===== src/inc/clk_params.svh =====
`ifndef CLK_PARAMS_SVH
`define CLK_PARAMS_SVH

// Register byte offsets
`define OFS_CLOCK_MODE_CTL  8'h00
`define OFS_CLOCK_RUN_CTL   8'h04
`define OFS_STAB_TIME_SEL   8'h08
`define OFS_STAB_COUNT_STAT 8'h0c
`define OFS_SYS_CLOCK_CTL   8'h10

// Field positions
`define BIT_EXT_CLOCK_IN_SEL 7
`define BIT_OSC_PIN_ENABLE   6
`define BIT_HIGH_GAIN_SEL    0
`define BIT_MAIN_OSC_HALT    7
`define BIT_INTERNAL_OSC_HALT 0
`define BIT_MAIN_SRC_STATUS  5
`define BIT_MAIN_SRC_SEL     4

// Reset values
`define RST_MAIN_OSC_HALT     1'b1
`define RST_INTERNAL_OSC_HALT 1'b0
`define RST_STAB_TIME_SEL     3'h7

// Stabilisation thresholds, as powers of two of main clock cycles
`define STAB_EXP_LIST {5'd18, 5'd17, 5'd15, 5'd13, 5'd11, 5'd10, 5'd9, 5'd8}

// Cycles on the old clock before a source switch takes effect
`define SWITCH_CLKS 4'd3

`endif


===== src/inc/clk_pkg.sv =====
package clk_pkg;

    // Gray coded along run -> switch -> run and halt branches; stop entries flip two bits
    typedef enum logic [2:0] {
        RUN_INT   = 3'b000,
        SWITCHING = 3'b001,
        RUN_MAIN  = 3'b011,
        HALT_MAIN = 3'b010,
        STOP_MAIN = 3'b110,
        WAKE_WAIT = 3'b111,
        STOP_INT  = 3'b101,
        HALT_INT  = 3'b100
    } clk_state_type;

endpackage : clk_pkg


===== src/cycle_timer.sv =====
`timescale 1ns/100ps

// Loadable down counter; done is high once the loaded count has run out
module cycle_timer #(
    parameter int WIDTH = 4
) (
    input  wire logic             pclk,
    input  wire logic             presetn,
    input  wire logic             load,
    input  wire logic [WIDTH-1:0] count,
    output logic                  done
);

    logic [WIDTH-1:0] remain;

    // Reload wins over counting so a restart is never missed
    always_ff @(posedge pclk or negedge presetn)
    begin
        if (!presetn)
            remain <= '0;
        else if (load)
            remain <= count;
        else if (remain != '0)
            remain <= remain - 1'b1;
    end

    assign done = (remain == '0) && !load;

endmodule : cycle_timer


===== src/clock_src_fsm.sv =====
// Behaviour
// - After any reset the CPU runs on the internal oscillator; main oscillator stopped.
// - Internal oscillator reads as running straight after reset, no software start needed.
// - Oscillator pins act as input port until software enables oscillator operation.
// - Clock mode control register takes one write after reset; later writes ignored.
// - HALT on the internal oscillator enters its own HALT, oscillator kept running.
// - HALT on the main clock enters a separate HALT, main oscillator kept running.
// - STOP from internal oscillator halts both internal and main oscillators.
// - After a source select write the old clock runs a bounded count before switching.
// - Source status bit 5 of the system clock control register shows the active source.
// - No direct switch between crystal and external clock; none is provided.
`timescale 1ns/100ps
`include "clk_params.svh"

module clock_src_fsm #(
    parameter int STAB_SHIFT = 0 // Shortens stabilisation thresholds for simulation
) (
    input  wire logic        pclk,
    input  wire logic        presetn,
    input  wire logic        psel,
    input  wire logic        penable,
    input  wire logic        pwrite,
    input  wire logic [7:0]  paddr,
    input  wire logic [31:0] pwdata,
    output logic      [31:0] prdata,
    output logic             pready,
    output logic             pslverr,
    input  wire logic        halt_req,
    input  wire logic        stop_req,
    input  wire logic        wake_req,
    output logic             internal_osc_run,
    output logic             main_osc_run,
    output logic             osc_pins_as_port,
    output logic             cpu_clk_sel,
    output logic             cpu_clk_en,
    output logic             cpu_halted,
    output logic             cpu_stopped
);

    localparam logic [39:0] STAB_EXP = `STAB_EXP_LIST;

    clk_pkg::clk_state_type state;
    clk_pkg::clk_state_type next_state;

    logic        ext_clock_in_sel;
    logic        osc_pin_enable;
    logic        high_gain_sel;
    logic        mode_written;
    logic        main_osc_halt;
    logic        internal_osc_halt;
    logic [2:0]  stab_time_sel;
    logic        main_src_sel;
    logic        main_src_status;
    logic        target_main;
    logic        gap;
    logic [18:0] stab_count;
    logic [7:0]  stab_count_status;
    logic        wr_en;
    logic        rd_en;
    logic        addr_ok;
    logic        sel_write;
    logic        switch_done;
    logic        stab_ready;

    // Single-cycle access phase: every transfer completes at once
    assign pready  = 1'b1;
    assign wr_en   = psel && penable && pwrite;
    assign rd_en   = psel && penable && !pwrite;
    assign addr_ok = (paddr == `OFS_CLOCK_MODE_CTL) || (paddr == `OFS_CLOCK_RUN_CTL)
                  || (paddr == `OFS_STAB_TIME_SEL) || (paddr == `OFS_STAB_COUNT_STAT)
                  || (paddr == `OFS_SYS_CLOCK_CTL);
    assign pslverr = psel && penable && !addr_ok;
    assign sel_write = wr_en && (paddr == `OFS_SYS_CLOCK_CTL);

    // Clock mode control: write once, then locked until reset
    always_ff @(posedge pclk or negedge presetn)
    begin
        if (!presetn)
        begin
            ext_clock_in_sel <= 1'b0;
            osc_pin_enable   <= 1'b0;
            high_gain_sel    <= 1'b0;
            mode_written     <= 1'b0;
        end
        else if (wr_en && (paddr == `OFS_CLOCK_MODE_CTL) && !mode_written)
        begin
            ext_clock_in_sel <= pwdata[`BIT_EXT_CLOCK_IN_SEL];
            osc_pin_enable   <= pwdata[`BIT_OSC_PIN_ENABLE];
            high_gain_sel    <= pwdata[`BIT_HIGH_GAIN_SEL];
            mode_written     <= 1'b1;
        end
    end

    // Oscillator run control
    always_ff @(posedge pclk or negedge presetn)
    begin
        if (!presetn)
        begin
            main_osc_halt     <= `RST_MAIN_OSC_HALT;
            internal_osc_halt <= `RST_INTERNAL_OSC_HALT;
        end
        else if (wr_en && (paddr == `OFS_CLOCK_RUN_CTL))
        begin
            main_osc_halt     <= pwdata[`BIT_MAIN_OSC_HALT];
            internal_osc_halt <= pwdata[`BIT_INTERNAL_OSC_HALT];
        end
    end

    // Stabilisation time select, read at STOP release
    always_ff @(posedge pclk or negedge presetn)
    begin
        if (!presetn)
            stab_time_sel <= `RST_STAB_TIME_SEL;
        else if (wr_en && (paddr == `OFS_STAB_TIME_SEL))
            stab_time_sel <= pwdata[2:0];
    end

    // Source select request; status moves only when the switch completes
    always_ff @(posedge pclk or negedge presetn)
    begin
        if (!presetn)
            main_src_sel <= 1'b0;
        else if (sel_write)
            main_src_sel <= pwdata[`BIT_MAIN_SRC_SEL];
    end

    // An oscillator the CPU is using is never stopped, even if software asks
    assign internal_osc_run = !cpu_stopped && (!internal_osc_halt || !main_src_status
                                                || (state == clk_pkg::SWITCHING));
    // Main oscillator restarts in the stop wake wait, else its stabilisation count could never run
    assign main_osc_run     = osc_pin_enable && (!cpu_stopped || (state == clk_pkg::WAKE_WAIT))
                           && (!main_osc_halt || main_src_status
                               || (state == clk_pkg::SWITCHING));
    assign osc_pins_as_port = !osc_pin_enable;

    // Main oscillator stabilisation counter, restarted whenever it stops
    always_ff @(posedge pclk or negedge presetn)
    begin
        if (!presetn)
            stab_count <= '0;
        else if (!main_osc_run)
            stab_count <= '0;
        else if (stab_count != '1)
            stab_count <= stab_count + 1'b1;
    end

    // One status bit per threshold, bit 7 being the shortest wait
    genvar gi;
    generate
        for (gi = 0; gi < 8; gi++)
        begin : g_stab
            localparam int EXP = int'(STAB_EXP[gi*5 +: 5]) - STAB_SHIFT;
            assign stab_count_status[7-gi] = (stab_count >= 19'(1 << EXP));
        end
    endgenerate

    // Wake wait length follows the select; an external clock needs none
    assign stab_ready = ext_clock_in_sel || stab_count_status[3'd7 - stab_time_sel];

    // Switch delay on the old clock before the hand-over
    cycle_timer #(
        .WIDTH (4)
    ) u_switch_timer (
        .pclk    (pclk),
        .presetn (presetn),
        .load    (state != clk_pkg::SWITCHING),
        .count   (`SWITCH_CLKS),
        .done    (switch_done)
    );

    // CPU clock state machine
    always_comb
    begin
        next_state = state;
        case (state)
            clk_pkg::RUN_INT:
            begin
                if (stop_req)
                    next_state = clk_pkg::STOP_INT;
                else if (halt_req)
                    next_state = clk_pkg::HALT_INT;
                else if (sel_write && pwdata[`BIT_MAIN_SRC_SEL] && main_osc_run)
                    next_state = clk_pkg::SWITCHING;
            end
            clk_pkg::RUN_MAIN:
            begin
                if (stop_req)
                    next_state = clk_pkg::STOP_MAIN;
                else if (halt_req)
                    next_state = clk_pkg::HALT_MAIN;
                else if (sel_write && !pwdata[`BIT_MAIN_SRC_SEL] && !internal_osc_halt)
                    next_state = clk_pkg::SWITCHING;
            end
            clk_pkg::SWITCHING:
            begin
                if (switch_done && gap)
                    next_state = target_main ? clk_pkg::RUN_MAIN : clk_pkg::RUN_INT;
            end
            clk_pkg::HALT_INT:
            begin
                if (wake_req)
                    next_state = clk_pkg::RUN_INT;
            end
            clk_pkg::HALT_MAIN:
            begin
                if (wake_req)
                    next_state = clk_pkg::RUN_MAIN;
            end
            clk_pkg::STOP_INT:
            begin
                if (wake_req)
                    next_state = clk_pkg::RUN_INT;
            end
            clk_pkg::STOP_MAIN:
            begin
                if (wake_req)
                    next_state = clk_pkg::WAKE_WAIT;
            end
            clk_pkg::WAKE_WAIT:
            begin
                if (stab_ready)
                    next_state = clk_pkg::RUN_MAIN;
            end
            default:
                next_state = clk_pkg::RUN_INT;
        endcase
    end

    always_ff @(posedge pclk or negedge presetn)
    begin
        if (!presetn)
            state <= clk_pkg::RUN_INT;
        else
            state <= next_state;
    end

    // Remember which way a switch goes
    always_ff @(posedge pclk or negedge presetn)
    begin
        if (!presetn)
            target_main <= 1'b0;
        else if (state != clk_pkg::SWITCHING)
            target_main <= pwdata[`BIT_MAIN_SRC_SEL];
    end

    // Dead cycle with the CPU clock gated before the mux moves; no runt pulse reaches the CPU
    always_ff @(posedge pclk or negedge presetn)
    begin
        if (!presetn)
            gap <= 1'b0;
        else
            gap <= (state == clk_pkg::SWITCHING) && switch_done && !gap;
    end

    // Active source follows the state, not the request
    always_ff @(posedge pclk or negedge presetn)
    begin
        if (!presetn)
            main_src_status <= 1'b0;
        else if ((state == clk_pkg::SWITCHING) && switch_done && gap)
            main_src_status <= target_main;
    end

    // Clock mux select and gate outputs
    always_ff @(posedge pclk or negedge presetn)
    begin
        if (!presetn)
        begin
            cpu_clk_sel <= 1'b0;
            cpu_clk_en  <= 1'b1;
            cpu_halted  <= 1'b0;
            cpu_stopped <= 1'b0;
        end
        else
        begin
            cpu_clk_sel <= (next_state == clk_pkg::RUN_MAIN) || (next_state == clk_pkg::HALT_MAIN)
                        || (next_state == clk_pkg::STOP_MAIN) || (next_state == clk_pkg::WAKE_WAIT)
                        || ((next_state == clk_pkg::SWITCHING) && main_src_status);
            cpu_clk_en  <= (next_state == clk_pkg::RUN_INT) || (next_state == clk_pkg::RUN_MAIN)
                        || ((next_state == clk_pkg::SWITCHING)
                            && !((state == clk_pkg::SWITCHING) && switch_done));
            cpu_halted  <= (next_state == clk_pkg::HALT_INT) || (next_state == clk_pkg::HALT_MAIN);
            cpu_stopped <= (next_state == clk_pkg::STOP_INT) || (next_state == clk_pkg::STOP_MAIN)
                        || (next_state == clk_pkg::WAKE_WAIT);
        end
    end

    // Read data registered; unmapped addresses read zero
    always_ff @(posedge pclk or negedge presetn)
    begin
        if (!presetn)
            prdata <= 32'h0000_0000;
        else if (psel && !penable && !pwrite)
        begin
            prdata <= 32'h0000_0000;
            case (paddr)
                `OFS_CLOCK_MODE_CTL:
                begin
                    prdata[`BIT_EXT_CLOCK_IN_SEL] <= ext_clock_in_sel;
                    prdata[`BIT_OSC_PIN_ENABLE]   <= osc_pin_enable;
                    prdata[`BIT_HIGH_GAIN_SEL]    <= high_gain_sel;
                end
                `OFS_CLOCK_RUN_CTL:
                begin
                    prdata[`BIT_MAIN_OSC_HALT]     <= main_osc_halt;
                    prdata[`BIT_INTERNAL_OSC_HALT] <= internal_osc_halt;
                end
                `OFS_STAB_TIME_SEL:
                    prdata[2:0] <= stab_time_sel;
                `OFS_STAB_COUNT_STAT:
                    prdata[7:0] <= stab_count_status;
                `OFS_SYS_CLOCK_CTL:
                begin
                    prdata[`BIT_MAIN_SRC_STATUS] <= main_src_status;
                    prdata[`BIT_MAIN_SRC_SEL]    <= main_src_sel;
                end
                default:
                    prdata <= 32'h0000_0000;
            endcase
        end
    end

endmodule : clock_src_fsm


===== config.mk =====
export PLATFORM = sky130hd
export DESIGN_NAME = clock_src_fsm
export DESIGN_NICKNAME = d
export VERILOG_FILES = /design/src/inc/clk_pkg.sv /design/src/cycle_timer.sv /design/src/clock_src_fsm.sv
export VERILOG_INCLUDE_DIRS = /design/src /design/src/inc
export SDC_FILE = /design/constraint.sdc
export NUM_CORES = 1
export LEC_CHECK = 0
export BUFFER_PORTS_ARGS = -buffer_cell sky130_fd_sc_hd__buf_4
export CAP_MARGIN = 20
export CELL_PAD_IN_SITES_DETAIL_PLACEMENT = 1
export CELL_PAD_IN_SITES_GLOBAL_PLACEMENT = 2
export CORE_ASPECT_RATIO = 1.5
export CORE_MARGIN = 1.5
export CORE_UTILIZATION = 28
export CTS_BUF_LIST = sky130_fd_sc_hd__clkbuf_4
export DETAILED_ROUTE_END_ITERATION = 10
export GPL_TIMING_DRIVEN = 0
export HOLD_SLACK_MARGIN = 0.1
export PLACE_DENSITY = 0.8
export SLEW_MARGIN = 25
export SYNTH_ARGS = -nofsm -noshare
export SYNTH_HDL_FRONTEND = slang
export SYNTH_SLANG_ARGS = --single-unit

===== constraint.sdc =====
create_clock -name pclk -period 1.7 [get_ports pclk]
set_input_delay 0 -clock pclk [delete_from_list [all_inputs] [get_ports pclk]]
set_output_delay 0 -clock pclk [all_outputs]
set_load 0.05 [all_outputs]

==> metrics.cfg <==
[floorplan]
fp.dieH_um = 127
rows = 45
die_x_um = 85.5
core_um2 = 10000
ioPinCount = 89
die_area_um2 = 10800
start_util_pct = 28.5

[cells_and_area]
fin_util_pct = 42.0
fillers = 1183
final_area_um2 = 4210
drive_above_1_share_pct = 38.9
nets = 485
n_antenna_cell = 0
fin_cells = 552
register_area_um2 = 1290
area_growth_pct = 47.2
multiInputGateArea_um2 = 1620

[setup_path]
critical_path_buf_inv_count = 1
cp.arrival_ns = 2.18
start_kind = register
crit_family = simple AND/OR/NAND/NOR gates
path_depth = 7
crit_required_ns = 2.02
crit_chain = buf_8, nor3b_4, o221ai_4, o41ai_2, and4_1, nand2b_4, and2_1
crit_path_end_kind = register
path_class = register to register
ff2ff_path_depth = 7
max_stage_delay_ns = 0.41
r2r_slack_ns = -0.16
cp_slowest_cell = dfrtp_1
critPathMaxFanout = 5

[sta]
hold_viol_final = 0
worst_clock_skew_ns = 0.00954
setup_ws_ns = -0.161
tightest_slew_ns = 0.675
rsz0062_at_grt = yes
period_needed_ns = 1.86
fin_crit_sh_pct = 109
max_clock_freq_ghz = 0.537
setup_viol = 15
slew_viol_final = 0
slew_headroom_pct = 55.0
fin_hold_ws_ns = 0.123
finalSetupTns_ns = -1.11

[global_routing]
grt_pass1_vias = 2690
grt_max_degree = 52
track_usage_pct = 15.0
antenna_found_initial = 0
overflow = 0
grt_pass1_wl_mm = 13.0

[synth]
ys_types = 52
ys_warn_count = 0
synth-seq-cells = 51
ys_async_sr_fraction_pct = 100
ys_seq_area_share_pct = 44.9
postSynthAreaPerCell_um2 = 9.22
syn_area_um2 = 2860
synth_ff_type = dfrtp_1
syn_inst = 310
synth_edf_count = 0

[power_and_ir_drop]
ir_drop_mv = 0.519
p_per_area_nw_per_um2 = 849
leakagePower_nw = 1.88
switching_share_pct = 38.4
pwr-share-clk_pct = 16.4
p_switching_mw = 1.37
internal_power_mw = 2.20
power.total_mw = 3.57
p_seq_share_pct = 40.6
p_comb_share_pct = 43.0

[place]
io_buffers = 37
dp_slack_ns = -0.432
placedCellCount = 487
hpwl_mm = 5.57
placed_area_um2 = 3380
place_congestion = 0.800

[clock_tree]
cts_tree = yes
cts_root_buf = clkbuf_4
cts.clk_slew.worst_paths_ns = 0.15
clock_sinks = 51
cts_buffers = 5
cts-htree-levels = 2
clk_path_buf_depth = 2
insertion_delay_ns = 0.38

[routing]
dr.pass1.iters = 7
wl_mm = 8.28
drt-initial-drc-count = 91
vias = 2632
route.detailed.drc = 4
drtAntennaViolNets = 0
wl_per_cell_um = 15.0
via_per_inst = 4.77

[outcome]
violations = design-rule violations, negative setup slack
outcome = complete, but fails checks

[min_path]
whs_path_depth = 5
hold_path_class = input port to register

[job]
drv_cap = 0

==> power by group through the flow <==
| stage | Clock, mW | Combinational [mW] | Sequential, mW |
|---|---|---|---|
| after global routing | 0.660 | 1.64 | 1.47 |
| final | 0.585 | 1.54 | 1.45 |
| after global placement | 0 | 1.08 | 1.47 |
| after detailed placement | 0 | 1.10 | 1.47 |
| after floorplan | 0 | 0.701 | 1.56 |
| after CTS | 0.615 | 1.32 | 1.45 |
==> sequential cells by signal (all words and copies together), names as in the netlist <==
| signal | cells |
|---|---|
| state | 3 |
| cpu_stopped | 1 |
| cpu_clk_en | 1 |
| gap | 1 |
| mode_written | 1 |
| main_src_status | 1 |
| osc_pin_enable | 1 |
| cpu_halted | 1 |
| main_osc_halt | 1 |
| main_src_sel | 1 |
| stab_count | 19 |
| target_main | 1 |
| cpu_clk_sel | 1 |
| u_switch_timer.remain | 4 |
| high_gain_sel | 1 |
| internal_osc_halt | 1 |
| prdata | 8 |
| stab_time_sel | 3 |
| ext_clock_in_sel | 1 |
==> worst reg2reg max path, delay by kind of cell (launching register included) <==
| kind | cells | cell delay [ns] |
|---|---|---|
| and+or+nand+nor | 4 | 0.83 |
| AOI/OAI and AO/OA | 2 | 0.44 |
| DFF | 1 | 0.41 |
| buffers and inverters | 1 | 0.13 |
==> placed cells by master, fill, tap and decap left out, types with 3 or more instances in the layout <==
cell and count:
nand2b_1 3, a21oi_1 9, nand3_1 4, nor3_2 3, nand2_1 33, inv_1 12
buf_6 4, xnor2_1 10, conb_1 25, a31oi_1 3, and3_1 5, o21ai_0 17
nor3_1 6, nor3b_4 3, buf_4 94, buf_8 4, nor2_4 4, o21ai_1 3
clkbuf_4 7, nand4_1 10, dfrtp_1 36, mux2_2 7, xor2_1 6, dlygate4sd3_1 21
dfrtp_2 10, dfstp_2 5, and2_1 3, nor2_1 34
==> cells by family after synthesis <==
| kind of cell | after synthesis | synth area share, % |
|---|---|---|
| mux | 10 | 4.25 |
| flops | 51 | 44.9 |
| xor+xnor | 18 | 5.52 |
| buf+inv | 46 | 9.41 |
| compound gates | 46 | 10.3 |
| other cells | 2 | 0.263 |
| simple gates | 134 | 24.0 |
| fa+ha+maj | 3 | 1.31 |
==> synthesized netlist by cell type (2+ instances only) <==
master	count	area share, %
a21oi_1	10	1.8
a31oi_1	4	0.88
and2_1	3	0.66
and3_1	6	1.3
buf_4	25	6.6
clkbuf_1	5	0.66
conb_1	2	0.26
dfrtp_1	46	40
dfstp_2	5	4.6
ha_1	3	1.3
inv_1	14	1.8
mux2_2	7	2.8
mux2i_1	2	0.70
nand2_1	34	4.5
nand2b_1	4	0.88
nand3_1	8	1.4
nand3b_1	2	0.53
nand4_1	10	2.2
nor2_1	38	5.0
nor2b_1	2	0.44
nor3_1	10	1.8
nor3b_1	2	0.53
nor4_1	3	0.66
nor4b_1	2	0.61
o21ai_0	19	3.3
o31ai_1	2	0.53
xnor2_1	11	3.4
xor2_1	7	2.1
==> routing by layer <==
metal / routed length (um) / GRT usage [%]
met1: 3080 / 16.3
met2: 4880 / 29.2
met3: 209 / 2.15
met4: 115 / 4.65
met5: 0 / 0
==> layout make-up <==
class / instances / area share (%)
Clock inverter: 2 / 0.297
Timing Repair Buffer: 94 / 18.5
Clock buffer: 6 / 1.07
Tap cell: 117 / 3.48
Buffer: 32 / 6.16
Inverter: 14 / 1.37
Sequential cell: 51 / 30.8
Multi-Input combinational cell: 236 / 38.4
==> what timing repair did <==
item	CTS	global route
buffers inserted	18	18
hold endpoints to repair	72	0
pin swaps	9	24
gates resized for setup	30	41
setup endpoints to repair	29	28
hold buffers	21	0
==> final timing paths <==
check | to | startpoint
setup / recovery | cpu_stopped | state[2]
max in group asynchronous | stab_count[14] | presetn
min in group asynchronous | stab_count[6] | presetn
hold / removal | osc_pin_enable | paddr[2]
hold reg to reg | prdata[3] | prdata[3]
setup reg to reg | cpu_stopped | state[2]
(Power assumes the default switching activity.)
